$ cat src/design/flag_pkg.sv
package flag_pkg;
    // ----------------------------------------
    // register offsets
    // ----------------------------------------
    localparam logic [7:0] OFF_FLAG = 8'h00;
    localparam logic [7:0] OFF_OPND = 8'h04;
    localparam logic [7:0] OFF_CMD = 8'h08;
    localparam logic [7:0] OFF_RES = 8'h0C;
    localparam logic [7:0] OFF_PTR = 8'h10;
    localparam logic [7:0] OFF_PC = 8'h14;
    localparam logic [7:0] OFF_STK = 8'h18;
    // ----------------------------------------
    // flag byte layout and reset values
    // ----------------------------------------
    localparam int B_V = 7;
    localparam int B_H = 4;
    localparam int B_I = 3;
    localparam int B_N = 2;
    localparam int B_Z = 1;
    localparam int B_C = 0;
    localparam logic [7:0] FIXED_ONES = 8'h60;
    localparam logic [7:0] FLAG_RST = 8'h68;
    localparam logic [15:0] SP_RST = 16'h00FF;
    // ----------------------------------------
    // status bits of the command register
    // ----------------------------------------
    localparam int STAT_BUSY = 0;
    localparam int STAT_DOZE = 1;
    localparam int STAT_HALT = 2;
    localparam int STAT_BRK = 3;
    // ----------------------------------------
    // command codes
    // ----------------------------------------
    localparam logic [7:0] CMD_ADD = 8'hAB;
    localparam logic [7:0] CMD_ADC = 8'hA9;
    localparam logic [7:0] CMD_AND = 8'hA4;
    localparam logic [7:0] CMD_ASL = 8'h48;
    localparam logic [7:0] CMD_AIS = 8'hA7;
    localparam logic [7:0] CMD_AIX = 8'hAF;
    localparam logic [7:0] CMD_BCC = 8'h24;
    localparam logic [7:0] CMD_SUB = 8'h01;
    localparam logic [7:0] CMD_DAA = 8'h02;
    localparam logic [7:0] CMD_CLI = 8'h03;
    localparam logic [7:0] CMD_RTI = 8'h04;
    localparam logic [7:0] CMD_DOZE = 8'h05;
    localparam logic [7:0] CMD_HALT = 8'h06;
    // arbitrary value
    localparam logic [7:0] TRAP_OPCODE = 8'h5A;
    // ----------------------------------------
    // vectors, bcd limits, timing
    // ----------------------------------------
    localparam logic [15:0] BRK_VEC = 16'hFFFC;
    localparam logic [15:0] BRK_MON_VEC = 16'hFEFC;
    localparam logic [15:0] IRQ_VEC_TOP = 16'hFFFA;
    localparam int NUM_IRQ = 4;
    localparam logic [3:0] BCD_LO_MAX = 4'h9;
    localparam logic [7:0] BCD_MAX = 8'h99;
    localparam logic [3:0] BCD_FIX = 4'h6;
    localparam logic [15:0] CYC_IMM_ADD = 16'd2;
    localparam logic [15:0] CYC_BCC = 16'd3;
    localparam int CLK_NS = 10;
    localparam int SETTLE_NS = 1000;
    localparam logic [15:0] SETTLE_CYC = 16'((SETTLE_NS + CLK_NS - 1) / CLK_NS);
    // ----------------------------------------
    // core states
    // ----------------------------------------
    typedef enum logic [4:0] {
        ST_RUN = 5'b00001,
        ST_BUSY = 5'b00010,
        ST_DOZE = 5'b00100,
        ST_HALT = 5'b01000,
        ST_SETTLE = 5'b10000
    } state_e;
endpackage

$ cat src/design/cpu_flag_and_mode_logic.sv
`timescale 1ns/1ps
// Function
// - eight-bit flag byte, bits 6 and 5 one
// - signed overflow sets signed_wrap_flag
// - add sets nibble_carry_flag on bit-3 carry
// - decimal adjust uses nibble and borrow flags
// - gate blocks interrupts, set after stacking
// - entry never stacks upper index byte
// - highest-priority pending request served first
// - return restores stacked flags and gate
// - reset sets gate, release, return, doze and halt clear it
// - result bit 7 drives result_msb_flag
// - zero result sets equal_flag
// - carry or borrow sets borrow_out_flag
// - doze clears gate, stops core clock
// - halt clears gate, settle before restart
// - break loads trap opcode and vector
// - break starts at instruction completion
// - return in break ends it if released
// - immediate adds to pointers, two cycles
// - branch on carry clear, three cycles
module cpu_flag_and_mode_logic
    import flag_pkg::*;
(
    // clock and reset
    input wire logic pclk,
    input wire logic presetn,
    // apb slave
    input wire logic psel,
    input wire logic penable,
    input wire logic pwrite,
    input wire logic [7:0] paddr,
    input wire logic [31:0] pwdata,
    output logic [31:0] prdata,
    output logic pready,
    output logic pslverr,
    // pins
    input wire logic [NUM_IRQ-1:0] irq_req,
    input wire logic break_req,
    input wire logic monitor_mode,
    // core state
    output logic [7:0] flag_out,
    output logic [15:0] pc_out,
    output logic [7:0] ir_out,
    output logic core_clk_en,
    output logic break_active
);

    // ----------------------------------------
    // state
    // ----------------------------------------
    typedef struct packed {
        state_e st;
        logic [7:0] flag;
        logic [7:0] acc;
        logic [7:0] opnd;
        logic [7:0] res;
        logic [15:0] sp;
        logic [15:0] hx;
        logic [15:0] pc;
        logic [7:0] ir;
        logic [7:0] stk;
        logic [15:0] cnt;
        logic brk_act;
        logic [NUM_IRQ+1:0] s1;
        logic [NUM_IRQ+1:0] s2;
        logic [31:0] rdata;
        logic err;
    } core_s;

    localparam core_s CORE_RST = '{st: ST_RUN, flag: FLAG_RST, sp: SP_RST, default: '0};
    core_s q;
    core_s d;
    logic [NUM_IRQ-1:0] irq_s;
    logic brk_s;
    logic mon_s;
    logic hit;
    logic wr;
    logic launch;
    logic [7:0] cmd;
    logic take_brk;
    logic take_irq;
    logic pend;
    logic [1:0] sel;
    logic cin;
    logic [8:0] sum9;
    logic [4:0] lo5;
    logic [8:0] dif9;
    logic [7:0] and_r;
    logic [7:0] corr;
    logic [8:0] daa9;
    logic [3:0] stat;
    assign irq_s = q.s2[NUM_IRQ-1:0];
    assign brk_s = q.s2[NUM_IRQ];
    assign mon_s = q.s2[NUM_IRQ+1];
    assign cmd = pwdata[7:0];
    assign wr = psel & penable & pwrite & hit;
    assign launch = wr & (paddr == OFF_CMD) & (q.st == ST_RUN);
    assign pready = 1'b1;
    assign pslverr = psel & penable & q.err;
    assign prdata = q.rdata;
    assign flag_out = q.flag;
    assign pc_out = q.pc;
    assign ir_out = q.ir;
    assign break_active = q.brk_act;
    assign core_clk_en = (q.st == ST_RUN) | (q.st == ST_BUSY);

    // ----------------------------------------
    // flag helper
    // ----------------------------------------
    function automatic logic [7:0] with_nz(input logic [7:0] f, input logic [7:0] r);
        logic [7:0] o;
        o = f;
        o[B_N] = r[7];
        o[B_Z] = (r == 8'h00);
        return o;
    endfunction

    // ----------------------------------------
    // address decode and status
    // ----------------------------------------
    always_comb begin
        unique case (paddr)
            OFF_FLAG, OFF_OPND, OFF_CMD, OFF_RES, OFF_PTR, OFF_PC, OFF_STK: hit = 1'b1;
            default: hit = 1'b0;
        endcase
        stat = 4'h0;
        stat[STAT_BUSY] = (q.st == ST_BUSY);
        stat[STAT_DOZE] = (q.st == ST_DOZE);
        stat[STAT_HALT] = (q.st == ST_HALT) | (q.st == ST_SETTLE);
        stat[STAT_BRK] = q.brk_act;
    end

    // ----------------------------------------
    // arithmetic
    // ----------------------------------------
    always_comb begin
        cin = (cmd == CMD_ADC) & q.flag[B_C];
        sum9 = {1'b0, q.acc} + {1'b0, q.opnd} + {8'h00, cin};
        lo5 = {1'b0, q.acc[3:0]} + {1'b0, q.opnd[3:0]} + {4'h0, cin};
        dif9 = {1'b0, q.acc} - {1'b0, q.opnd};
        and_r = q.acc & q.opnd;
        corr = 8'h00;
        if (q.flag[B_H] | (q.acc[3:0] > BCD_LO_MAX)) begin
            corr[3:0] = BCD_FIX;
        end
        if (q.flag[B_C] | (q.acc > BCD_MAX)) begin
            corr[7:4] = BCD_FIX;
        end
        daa9 = {1'b0, q.acc} + {1'b0, corr};
    end

    // ----------------------------------------
    // pending request priority, lowest index wins
    // ----------------------------------------
    always_comb begin
        sel = 2'd0;
        pend = |irq_s;
        for (int i = NUM_IRQ - 1; i >= 0; i--) begin
            if (irq_s[i]) begin
                sel = 2'(i);
            end
        end
    end

    // ----------------------------------------
    // next state
    // ----------------------------------------
    always_comb begin
        d = q;
        take_brk = 1'b0;
        take_irq = 1'b0;
        d.s1 = {monitor_mode, break_req, irq_req};
        d.s2 = q.s1;
        if (psel & ~penable) begin
            d.err = ~hit;
            unique case (paddr)
                OFF_FLAG: d.rdata = {24'h0, q.flag};
                OFF_OPND: d.rdata = {16'h0, q.opnd, q.acc};
                OFF_CMD: d.rdata = {28'h0, stat};
                OFF_RES: d.rdata = {24'h0, q.res};
                OFF_PTR: d.rdata = {q.hx, q.sp};
                OFF_PC: d.rdata = {8'h0, q.ir, q.pc};
                OFF_STK: d.rdata = {24'h0, q.stk};
                default: d.rdata = 32'h0;
            endcase
        end
        if (wr) begin
            unique case (paddr)
                OFF_FLAG: begin
                    // gate untouched by writes
                    d.flag = (pwdata[7:0] & ~(8'h01 << B_I)) | (q.flag & (8'h01 << B_I)) | FIXED_ONES;
                end
                OFF_OPND: begin
                    d.acc = pwdata[7:0];
                    d.opnd = pwdata[15:8];
                end
                OFF_PTR: begin
                    d.sp = pwdata[15:0];
                    d.hx = pwdata[31:16];
                end
                OFF_PC: d.pc = pwdata[15:0];
                OFF_STK: d.stk = pwdata[7:0] | FIXED_ONES;
                default: d.err = q.err;
            endcase
        end
        unique case (q.st)
            ST_RUN: begin
                if (launch) begin
                    unique case (cmd)
                        CMD_ADD, CMD_ADC: begin
                            d.res = sum9[7:0];
                            d.acc = sum9[7:0];
                            d.flag = with_nz(q.flag, sum9[7:0]);
                            d.flag[B_H] = lo5[4];
                            d.flag[B_C] = sum9[8];
                            d.flag[B_V] = (q.acc[7] == q.opnd[7]) & (sum9[7] != q.acc[7]);
                        end
                        CMD_SUB: begin
                            d.res = dif9[7:0];
                            d.acc = dif9[7:0];
                            d.flag = with_nz(q.flag, dif9[7:0]);
                            d.flag[B_C] = dif9[8];
                            d.flag[B_V] = (q.acc[7] != q.opnd[7]) & (dif9[7] != q.acc[7]);
                        end
                        CMD_AND: begin
                            d.res = and_r;
                            d.acc = and_r;
                            d.flag = with_nz(q.flag, and_r);
                            d.flag[B_V] = 1'b0;
                        end
                        CMD_ASL: begin
                            d.res = {q.acc[6:0], 1'b0};
                            d.acc = {q.acc[6:0], 1'b0};
                            d.flag = with_nz(q.flag, {q.acc[6:0], 1'b0});
                            d.flag[B_C] = q.acc[7];
                            d.flag[B_V] = q.acc[7] ^ q.acc[6];
                        end
                        CMD_DAA: begin
                            d.res = daa9[7:0];
                            d.acc = daa9[7:0];
                            d.flag = with_nz(q.flag, daa9[7:0]);
                            d.flag[B_C] = (corr[7:4] == BCD_FIX);
                        end
                        CMD_AIS: begin
                            d.sp = q.sp + {{8{q.opnd[7]}}, q.opnd};
                            d.st = ST_BUSY;
                            d.cnt = CYC_IMM_ADD - 16'd1;
                        end
                        CMD_AIX: begin
                            d.hx = q.hx + {{8{q.opnd[7]}}, q.opnd};
                            d.st = ST_BUSY;
                            d.cnt = CYC_IMM_ADD - 16'd1;
                        end
                        CMD_BCC: begin
                            d.pc = q.pc + 16'd2;
                            if (!q.flag[B_C]) begin
                                d.pc = q.pc + 16'd2 + {{8{q.opnd[7]}}, q.opnd};
                            end
                            d.st = ST_BUSY;
                            d.cnt = CYC_BCC - 16'd1;
                        end
                        CMD_CLI: d.flag[B_I] = 1'b0;
                        CMD_RTI: begin
                            d.flag = q.stk | FIXED_ONES;
                            if (q.brk_act & ~brk_s) begin
                                d.brk_act = 1'b0;
                            end
                        end
                        CMD_DOZE: begin
                            d.flag[B_I] = 1'b0;
                            d.st = ST_DOZE;
                        end
                        CMD_HALT: begin
                            d.flag[B_I] = 1'b0;
                            d.st = ST_HALT;
                        end
                        default: d.res = q.res;
                    endcase
                end else if (brk_s & ~q.brk_act) begin
                    take_brk = 1'b1;
                end else if (pend & ~q.flag[B_I]) begin
                    take_irq = 1'b1;
                end
            end
            ST_BUSY: begin
                d.cnt = q.cnt - 16'd1;
                if (q.cnt == 16'd1) begin
                    d.st = ST_RUN;
                    take_brk = brk_s & ~q.brk_act;
                end
            end
            ST_DOZE: begin
                if (pend) begin
                    d.st = ST_RUN;
                end
            end
            ST_HALT: begin
                if (pend) begin
                    d.st = ST_SETTLE;
                    d.cnt = SETTLE_CYC - 16'd1;
                end
            end
            ST_SETTLE: begin
                d.cnt = q.cnt - 16'd1;
                if (q.cnt == 16'd0) begin
                    d.st = ST_RUN;
                    d.cnt = 16'd0;
                end
            end
        endcase
        // only flags are stacked, never the upper index byte
        if (take_brk) begin
            d.ir = TRAP_OPCODE;
            d.pc = mon_s ? BRK_MON_VEC : BRK_VEC;
            d.stk = q.flag;
            d.flag[B_I] = 1'b1;
            d.brk_act = 1'b1;
        end else if (take_irq) begin
            d.stk = q.flag;
            d.flag[B_I] = 1'b1;
            d.pc = IRQ_VEC_TOP - {13'h0, sel, 1'b0};
        end
    end

    always_ff @(posedge pclk or negedge presetn) begin
        if (!presetn) begin
            q <= CORE_RST;
        end else begin
            q <= d;
        end
    end
endmodule

$ cat config.mk
export PLATFORM = sky130hd
export DESIGN_NAME = cpu_flag_and_mode_logic
export DESIGN_NICKNAME = d
export VERILOG_FILES = /design/src/design/flag_pkg.sv /design/src/design/cpu_flag_and_mode_logic.sv
export SDC_FILE = /design/constraint.sdc
export NUM_CORES = 1
export LEC_CHECK = 0
export BUFFER_PORTS_ARGS = -buffer_cell sky130_fd_sc_hd__clkbuf_2
export CORE_ASPECT_RATIO = 1.4
export CORE_MARGIN = 8
export CORE_UTILIZATION = 55
export CTS_CLUSTER_DIAMETER = 120
export DETAILED_ROUTE_END_ITERATION = 12
export PLACE_DENSITY = 0.79
export SLEW_MARGIN = 20
export SYNTH_ARGS = -nofsm -noshare
export SYNTH_HDL_FRONTEND = slang
export SYNTH_SLANG_ARGS = --single-unit
$ cat constraint.sdc
create_clock -name pclk -period 4.14 [get_ports pclk]
set_clock_uncertainty 0.2 [all_clocks]
set_input_delay 0.207 -clock pclk [delete_from_list [all_inputs] [get_ports pclk]]
set_output_delay 0.207 -clock pclk [all_outputs]
set_load 0.01 [all_outputs]
Word-level counts from Yosys, hierarchy flattened
Cells that the tools add are included.
Word-level totals
  bits in registers: 156
  input port bits: 51
  output and inout bits: 68
  logic and storage cells: 197
Operators by class
  $add $sub $neg: 12
  order comparisons: 2
  equal/unequal tests: 44
  mux-type cells: 62
  bitwise operators: 25
  reductions and logical operators: 31
Operators by type and width (number)
  32-bit one-hot mux with 7 select lines: 1
  16-bit two-way mux: 11
  48-bit two-way mux: 3
  8-bit one-hot mux with 5 select lines: 2
  16-bit one-hot mux with 4 select lines: 1
  16-bit adder: 3
  8-bit == test, second input constant: 5
  8-bit zero test: 5
  8-bit two-way mux: 5
  8-bit by 3-bit == test with 1-bit output, second input constant: 4
  32-bit two-way mux: 1
  16-bit one-hot mux with 2 select lines: 1
  5-bit one-hot mux with 5 select lines: 1
  8-bit by 5-bit == test with 1-bit output, second input constant: 3
  24-bit two-way mux: 1
  4-bit one-hot mux with 6 select lines: 1
  21-bit two-way mux: 1
  5-bit two-way mux: 4
  3-bit one-hot mux with 6 select lines: 1
  1-bit two-way mux: 17
  17-bit two-way mux: 1
  16-bit by 2-bit adder with 16-bit output, second input constant: 1
  16-bit by 1-bit == test with 1-bit output, second input constant: 1
  8-bit by 2-bit == test with 1-bit output, second input constant: 2
  other kinds (57): 100

Longest topological paths before layout
Gate-level depths: netlist of the first run.
  depth after elaboration: 10
  depth in mapped cells: 15
  gate-level depth less buffers: 14

Least setup slack after synthesis of the first run
No wires, ideal clock.
  kind: input to register
  start: input pwdata[3]
  end: register q[148] (netlist bit)
  library setup time: 139 ps
  data arrival time: 2937 ps
  data required time: 3801 ps
  path slack: 864 ps
  stages: 15
  path buffers: 2
  cells stage by stage: buf_1 inv_1 nor2_1 nand2_1 clkbuf_1 nor3_1 fa_1 fa_1 a21oi_1 o21a_1 o21bai_1 a21oi_1 xor2_1 a211oi_1 a21oi_1
RTL lines
  start: declaration: line cpu_flag_and_mode_logic.sv:33  | input wire logic [31:0] pwdata,
  end signal: assignment: line cpu_flag_and_mode_logic.sv:328  | q <= CORE_RST;
  end signal: assignment: line cpu_flag_and_mode_logic.sv:330  | q <= d;
  end: declaration: line cpu_flag_and_mode_logic.sv:72  | core_s q;

==> impl_metrics.json, run 1 <==
{
  "run_status": "complete, no violations",
  "finalWorstPathRequiredPeriod_ns": 3.59,
  "firstDrtPassIters": 5,
  "relSlewSlack": 0.333,
  "stdcell_area_um2": 13300,
  "hold_class": "input port to flop",
  "grt_util_met3": 0.0569,
  "synthDistinctLibCells": 83,
  "worstPathCellList": "ha_1, and3_1, and3_1, xor2_1, ha_1, a21o_1, a21o_1, a21oi_1, nor2_1, o31a_1, nor3_1, xnor2_1, o211ai_1",
  "placed_area_um2": 12400,
  "grt_util_met2": 0.519,
  "synth-seq-area-share": 0.328,
  "ys_seq_elements": 156,
  "post_cts_resize_count": 0,
  "clockBufferDepth": 2,
  "setup_tns_ns": 0,
  "rows": 64,
  "yosys-top-cells-area": "dfrtp_1, ha_1, o21ai_0",
  "synth_area_leader_cell": "dfrtp_1",
  "maxCapViolCount": 0,
  "portBuffers": 113,
  "multiInputGateArea_um2": 7080,
  "drt_wl_total_um": 39900,
  "dr.first_iter.drc_count": 875,
  "arrival_ns": 3.69,
  "die_x_um": 140,
  "clk_latency_ns": 0.44,
  "antenna_found_initial": 0,
  "grt_max_degree": 91,
  "critical-path-max-stage-delay_ns": 0.52,
  "final_cell_mix": "dfrtp_1, nand2_1, o21ai_0, clkbuf_2, nor2_1",
  "avgSynthCellArea_um2": 8.56,
  "wl_per_cell_um": 22.8,
  "power_leakage_nw": 6.31,
  "worstSetupPathType": "flop to flop",
  "fmax_mhz": 278,
  "cp-start-kind": "flop",
  "overflow": 0,
  "crit_required_ns": 4.24,
  "synth_top_area_frac": 0.302,
  "synthCells": 1394,
  "dieArea_um2": 26700,
  "dp_hpwl_um": 30000,
  "slowest_stage": "dfrtp_1",
  "setup_viol": 0,
  "grt-busiest-layer": "met2",
  "avgViaCountPerCell": 6.36,
  "htreeDepth": 4,
  "tightest_slew_ns": 1.00,
  "timing_hold_violations_final": 0,
  "track_usage": 0.301,
  "path_max_fanout": 9,
  "clock_sinks": 156,
  "nets": 1598,
  "antenna_left": 0,
  "syn_area_um2": 11900,
  "drc": 0,
  "root_buffer": "clkbuf_16",
  "clk_pin_slew_ns": 0.07,
  "crit_path_end_kind": "flop",
  "antennaDiodeCount": 0,
  "cts_buffers": 17,
  "place_congestion": 1.02,
  "placedCellCount": 1681,
  "finalCritPeriodShare": 0.867,
  "async_reset_ff_frac": 1.00,
  "grt_pass1_wl_um": 62800,
  "die_h_um": 190,
  "grtUsageMet1": 0.339,
  "cellPowerDensity_nw_per_um2": 271,
  "synth_edf_count": 0,
  "core_um2": 21600,
  "initial_utilization": 0.552,
  "synthFlopType": "dfrtp_1",
  "cts_tree": "done",
  "peakVddDrop_uv": 279,
  "rsz0062_at_grt": "false",
  "drive_gt1_frac": 0.168,
  "num_vias": 11100,
  "first_global_vias": 11300,
  "slew_violations": 0,
  "seq_area_um2": 3920,
  "layout_commonest_cell": "dfrtp_1",
  "fillerInstances": 1889,
  "synthToLayoutAreaGrowth_pct": 11.3,
  "yosysWarnings": 0,
  "final_cell_count_no_fill": 1747,
  "ios": 119,
  "power_mw": 3.59
}
## synth_stat cells, drive strengths merged (12+ instances only)
master	instances
nand2b	13
xnor2	40
and3	19
nor2	100
mux2i	46
inv	48
nand2	140
a31oi	19
xor2	18
a211oi	18
dfstp	12
dfrtp	144
a21oi	93
nor2b	19
nor3	36
nand3	47
mux2	17
clkbuf	46
o21ai	129
ha	70
or3	14
nor4	15
buf	84
a21o	22
## power by group
group          total (mW)  switching, mW  internal, mW
Clock                1.55          0.738         0.807
Combinational       0.475          0.284         0.191
Sequential           1.57         0.0284          1.54
Total                3.59           1.05          2.54
## cell families after synthesis
| kind of cell | Yosys count | synth area share |
|---|---|---|
| buffers and inverters | 179 | 0.0798 |
| XOR/XNOR | 58 | 0.0426 |
| multiplexers | 63 | 0.0546 |
| flip-flops | 156 | 0.328 |
| other | 2 | 0.000629 |
| AO/OA/AOI/OAI | 403 | 0.216 |
| AND/OR/NAND/NOR | 456 | 0.193 |
| adder cells (fa/ha/maj) | 77 | 0.0851 |
## final timing paths
| check | start | end | slack [ns] | depth (start not counted) |
|---|---|---|---|---|
| setup / recovery | pc_out[1] | pc_out[15] | 0.55 | 13 |
| max in group asynchronous | presetn | q[59] | 2.71 | 3 |
| setup reg to reg | pc_out[1] | pc_out[15] | 0.55 | 13 |
| hold / removal | pwdata[0] | q[160] | 0.06 | 3 |
| min in group asynchronous | presetn | q[139] | 0.17 | 2 |
| hold reg to reg | d[33] | irq_s[0] | 0.15 | 0 |
## stage by stage
| step | util | hold slack (ns) | setup slack [ns] |
|---|---|---|---|
| 2_1_floorplan | - | -0.289 | 0.864 |
| 3_3_place_gp | 0.572 | 0.115 | 0.708 |
| 3_5_place_dp | 0.572 | 0.117 | 0.625 |
| 4_1_cts | 0.614 | 0.0395 | 0.593 |
| 5_1_grt | 0.614 | 0.0682 | 0.295 |
| 6_report | 0.614 | 0.0599 | 0.549 |
## area by class of cell
type                            count  share of cell area
Tap cell                          264              0.0249
Inverter                           49              0.0138
Multi-Input combinational cell   1062               0.533
Sequential cell                   156               0.295
Clock inverter                     14             0.00933
Clock buffer                       18              0.0331
Timing Repair Buffer              184              0.0905
## per-layer routing
layer  wire length, µm  up-vias
met3              2890      152
met2             19800      497
met5                 0        -
met1             14800     5310
met4              2380        0
li1                  -     5147
## registers in the layout, indices dropped and copies added, names as in the netlist
signal,count
break_active,1
brk_s,1
d,6
flag_out,8
ir_out,1
irq_s,4
mon_s,1
pc_out,16
prdata,32
q,86
## critical path, delay by kind of cell, from the launching register on
kind / cells / cell delay [ns]
compound gates: 5 / 0.91
fa+ha+maj: 2 / 0.60
flops: 1 / 0.52
xor+xnor: 2 / 0.38
simple gates: 4 / 0.83
## what timing repair did
item | CTS | global route
hold buffers | 34 | 0
endpoints found under the hold margin | 112 | 0
endpoints found under the setup margin | 0 | 0
buffers inserted | 0 | 0
No activity file was read; power rests on OpenSTA's default activity.
==> run 2, diff against run 1 <==
BUFFER_PORTS_ARGS = -buffer_cell sky130_fd_sc_hd__buf_2   (was -buffer_cell sky130_fd_sc_hd__clkbuf_2)
==> run 2 against run 1 <==
Against the previous run:
- count of clock-buffer cells in the layout did not move
- combinational power rose by 1%
- setup slack got worse by 0.029 ns
- total power is 0.95% higher
- register-to-register slack lost 0.03 ns
- global-route usage shrank 0.10 points
- clock power about the same
- sequential cell count unchanged
- sequential power hardly changed
- hold slack worse by 0.0066 ns
- sequential share of layout area down 0.075 points
- maximum frequency is 0.80% lower
==> impl_metrics.json, run 2 (same netlist as run 1, synthesis figures left out) <==
{
  "run_status": "complete, no violations",
  "firstDrtPassIters": 6,
  "path_max_fanout": 9,
  "holdWs_ns": 0.0534,
  "grt_max_degree": 102,
  "rsz0062_at_grt": "false",
  "largest_reg_flops": 86,
  "cp.depth": 13,
  "r2r_start": "pc_out[1]",
  "final_cell_count_no_fill": 1748,
  "critical-path-max-stage-delay_ns": 0.54,
  "root_buffer": "clkbuf_16",
  "drive_gt1_frac": 0.167,
  "initial_utilization": 0.552,
  "relSlewSlack": 0.292,
  "reg2reg_depth": 13,
  "num_vias": 11400,
  "slowest_stage": "dfrtp_1",
  "clk_latency_ns": 0.45,
  "antenna_left": 0,
  "post-cts-setup-buffers": 0,
  "hp-start": "pwdata[6]",
  "finalCritPeriodShare": 0.874,
  "arrival_ns": 3.73,
  "slew_violations": 0,
  "dr.first_iter.drc_count": 953,
  "hold_class": "input port to flop",
  "power_leakage_nw": 6.37,
  "cp-start-kind": "flop",
  "antenna_found_initial": 0,
  "reg2reg_slack_ns": 0.52,
  "placedCellCount": 1680,
  "top_register": "q",
  "htreeDepth": 4,
  "crit_required_ns": 4.25,
  "core_um2": 21600,
  "synthToLayoutAreaGrowth_pct": 11.6,
  "clock_power_share": 0.434,
  "cts_tree": "done",
  "place_congestion": 1.03,
  "crit_family": "compound AO/OA/AOI/OAI gates",
  "finalWorstPathRequiredPeriod_ns": 3.62,
  "cellPowerDensity_nw_per_um2": 272,
  "final_cell_mix": "dfrtp_1, nand2_1, o21ai_0, buf_2, nor2_1",
  "worstSetupPathType": "flop to flop",
  "drc": 0,
  "clk_pin_slew_ns": 0.07,
  "portBuffers": 113,
  "dieArea_um2": 26700,
  "crit_end": "pc_out[15]",
  "avgViaCountPerCell": 6.52,
  "setup_tns_ns": 0,
  "reg2reg_to": "pc_out[15]",
  "pwr-share-comb": 0.132,
  "power_mw": 3.63,
  "clock_sinks": 156,
  "path_buf_inv": 0,
  "grt_pass1_wl_um": 62500,
  "timing_hold_violations_final": 0,
  "rows": 64,
  "ios": 119,
  "swShare": 0.294,
  "crit_path_end_kind": "flop",
  "wl_per_cell_um": 22.9,
  "maxCapViolCount": 0,
  "stdcell_area_um2": 13300,
  "dp_hpwl_um": 29500,
  "peakVddDrop_uv": 250,
  "die_x_um": 140,
  "worstPathCellList": "ha_1, and3_1, and3_1, xor2_1, ha_1, a21o_1, a21o_1, a21oi_1, nor2_1, o31a_1, nor3_1, xnor2_1, o211ai_1",
  "post_cts_resize_count": 0,
  "setup_viol": 0,
  "fmax_mhz": 276,
  "internal_power_mw": 2.56,
  "layout_commonest_cell": "dfrtp_1",
  "overflow": 0,
  "clockBufferDepth": 2,
  "tightest_slew_ns": 1.06,
  "first_global_vias": 11600,
  "nets": 1599,
  "drt_wl_total_um": 40100,
  "cts_buffers": 17,
  "placed_area_um2": 12400,
  "p_switching_mw": 1.07,
  "critPathLaunch": "pc_out[1]",
  "cts_hold_repair.buffers": 36,
  "track_usage": 0.299,
  "fillerInstances": 1860,
  "seqPwrFrac": 0.434,
  "die_h_um": 190,
  "antennaDiodeCount": 0
}
## run 2: changes by cell type in the layout (fill, tap and decap cells not counted), sizes merged
cell         previous run  this run
inv                    57        58
buf                    38       149
clkbuf                130        18
clkinv                  4         3
dlygate4sd3            34        36
## run 2: cell type report
cell class / count / area, µm² / share of cell area
repair buffers: 185 / 1210 / 0.0913
flip-flops and latches: 156 / 3920 / 0.294
clock inverters: 14 / 145 / 0.0109
well taps: 264 / 330 / 0.0248
inverters: 49 / 184 / 0.0138
multi-input cells: 1062 / 7080 / 0.532
clock buffers: 18 / 439 / 0.0330
## run 2: worst min-delay path by stage
stage / end / cells past startpoint
2_1_floorplan: break_active / 0
3_3_place_gp: d[37] / 1
3_5_place_dp: d[35] / 1
4_1_cts: q[116] / 3
5_1_grt: q[116] / 3
6_report: q[116] / 3
## run 2: power groups by stage
stage               clock network [mW]  registers, mW  logic (mW)
floorplan                            0           1.59       0.293
global placement                     0           1.60       0.436
detailed placement                   0           1.60       0.442
CTS                               1.59           1.57       0.472
global route                      1.65           1.57       0.522
finish                            1.57           1.57       0.480
## run 2: per-layer routing
layer  GRT usage  up-vias  part of all wire
met5           0        -                 0
met4       0.186        0             0.058
met3      0.0752      172             0.098
met2       0.511      665              0.49
met1       0.330     5403              0.35
li1            -     5159                 -
## run 2: through the flow
step / util / setup WS [ns]
2_1_floorplan: - / 0.864
3_3_place_gp: 0.572 / 0.717
3_5_place_dp: 0.572 / 0.616
4_1_cts: 0.616 / 0.560
5_1_grt: 0.616 / 0.281
6_report: 0.616 / 0.520
## run 2: tightest hold or removal path, cell delays in order
cell	delay, ns
buf_2	0.17
mux2i_1	0.17
o21ai_0	0.12
==> run 3, diff against run 2 <==
MAX_ROUTING_LAYER = met4   (was unset)
==> run 3 against run 2 <==
Against the previous run:
- critical path depth rose by 2
- register-to-register slack improved by 0.02 ns
- non-clock buffer count rose by 4
- sequential cell count did not move
- design area rose by 0.55%
- die area did not move
- final cell count rose by 0.23%
- clock power rose by 11%
- setup slack got worse by 0.035 ns
- critical path type is now input port to flop
==> impl_metrics.json, run 3 (same netlist as run 1, synthesis figures left out) <==
{
  "run_status": "complete, no violations",
  "drive_gt1_frac": 0.168,
  "peakVddDrop_uv": 303,
  "cellPowerDensity_nw_per_um2": 283,
  "finalWorstPathRequiredPeriod_ns": 3.66,
  "hold_class": "input port to flop",
  "core_um2": 21600,
  "drt_wl_total_um": 40800,
  "num_vias": 11300,
  "crit_top_cell": "a21oi_1",
  "synthToLayoutAreaGrowth_pct": 12.2,
  "cts_hold_repair.buffers": 37,
  "fillerInstances": 1873,
  "largest_reg_flops": 86,
  "drc": 0,
  "portBuffers": 113,
  "place_congestion": 1.03,
  "antennaDiodeCount": 0,
  "slew_violations": 0,
  "wl_per_cell_um": 23.3,
  "antenna_found_initial": 0,
  "ios": 119,
  "cts_tree": "done",
  "rsz0062_at_grt": "false",
  "die_x_um": 140,
  "crit_path_end_kind": "flop",
  "htreeDepth": 4,
  "clk_pin_slew_ns": 0.07,
  "clockBufferDepth": 2,
  "clock_sinks": 156,
  "finalCritPeriodShare": 0.883,
  "setup_viol": 0,
  "dieArea_um2": 26700,
  "crit_family": "compound AO/OA/AOI/OAI gates",
  "track_usage": 0.316,
  "die_h_um": 190,
  "relSlewSlack": 0.336,
  "overflow": 0,
  "post-cts-setup-buffers": 0,
  "cts_buffers": 17,
  "layout_commonest_cell": "dfrtp_1",
  "first_global_vias": 11500,
  "crit_required_ns": 4.25,
  "maxCapViolCount": 0,
  "firstDrtPassIters": 8,
  "path_max_fanout": 13,
  "fmax_mhz": 274,
  "initial_utilization": 0.552,
  "placedCellCount": 1683,
  "post_cts_resize_count": 0,
  "top_register": "q",
  "clk_latency_ns": 0.44,
  "tightest_slew_ns": 0.996,
  "path_buf_inv": 2,
  "timing_hold_violations_final": 0,
  "power_leakage_nw": 6.40,
  "setup_tns_ns": 0,
  "antenna_left": 0,
  "grt_max_degree": 90,
  "slowest_stage": "dlygate4sd3_1",
  "avgViaCountPerCell": 6.45,
  "dp_hpwl_um": 30100,
  "worstPathCellList": "dlygate4sd3_1, buf_2, nand2b_1, nor2_1, nand2_1, nor3_1, fa_1, fa_1, a21oi_1, o21a_1, o21bai_1, a21oi_1, xor2_1, a211oi_1, a21oi_1",
  "root_buffer": "clkbuf_16",
  "final_cell_count_no_fill": 1752,
  "rows": 64,
  "nets": 1603,
  "critical-path-max-stage-delay_ns": 0.56,
  "cp-start-kind": "input port",
  "dr.first_iter.drc_count": 1050,
  "worstSetupPathType": "input port to flop",
  "grt_pass1_wl_um": 63800,
  "arrival_ns": 3.76,
  "final_cell_mix": "dfrtp_1, nand2_1, o21ai_0, buf_2, nor2_1"
}
run 3: worst reg2reg max path: stages, from the launching register on:
cell	delay, ns
dfrtp_1	0.53
ha_1	0.29
and3_1	0.29
and3_1	0.25
xor2_1	0.21
ha_1	0.34
a21o_1	0.21
a21o_1	0.17
a21oi_1	0.21
nor2_1	0.09
o31a_1	0.24
nor3_1	0.22
xnor2_1	0.14
o211ai_1	0.09
run 3: layer usage:
layer	routed length [µm]	vias up	GRT usage
li1	-	5156	-
met1	15100	5434	0.345
met2	20100	567	0.526
met3	3200	149	0.0626
met4	2400	0	0.196
met5	0	-	-
run 3: power breakdown:
part           total (mW)  internal, mW  switching (mW)
sequential           1.57          1.55          0.0290
clock                1.74          1.02           0.711
combinational       0.480         0.194           0.287
run 3: area by class of cell:
cell class	instances	area, µm²	area share
repair buffers	189	1230	0.0922
inverters	49	184	0.0137
clock buffers	18	429	0.0321
well taps	264	330	0.0247
clock inverters	14	209	0.0156
multi-input cells	1062	7080	0.529
flip-flops and latches	156	3920	0.293
run 3: worst paths after layout:
kind | startpoint | end | slack [ns] | cells after the start
worst max-delay path | pwdata[2] | q[148] | 0.48 | 15
worst min-delay path | pwdata[4] | q[114] | 0.02 | 3
worst max register to register | pc_out[1] | pc_out[15] | 0.54 | 13
worst min register to register | d[33] | irq_s[0] | 0.15 | 0
max in group asynchronous | presetn | flag_out[5] | 2.54 | 3
min in group asynchronous | presetn | q[140] | 0.19 | 2
run 3: per-stage QoR:
step	total power, mW	hold slack [ns]	utilization	setup WS (ns)	cell area [µm²]
after global placement	2.04	0.114	0.573	0.714	12400
after detailed placement	2.04	0.116	0.573	0.619	12400
after CTS	3.78	0.00384	0.619	0.589	13400
final	3.79	0.0238	0.619	0.485	13400
after floorplan	1.88	-0.289	-	0.864	11900
after global routing	3.90	0.0440	0.619	0.303	13400
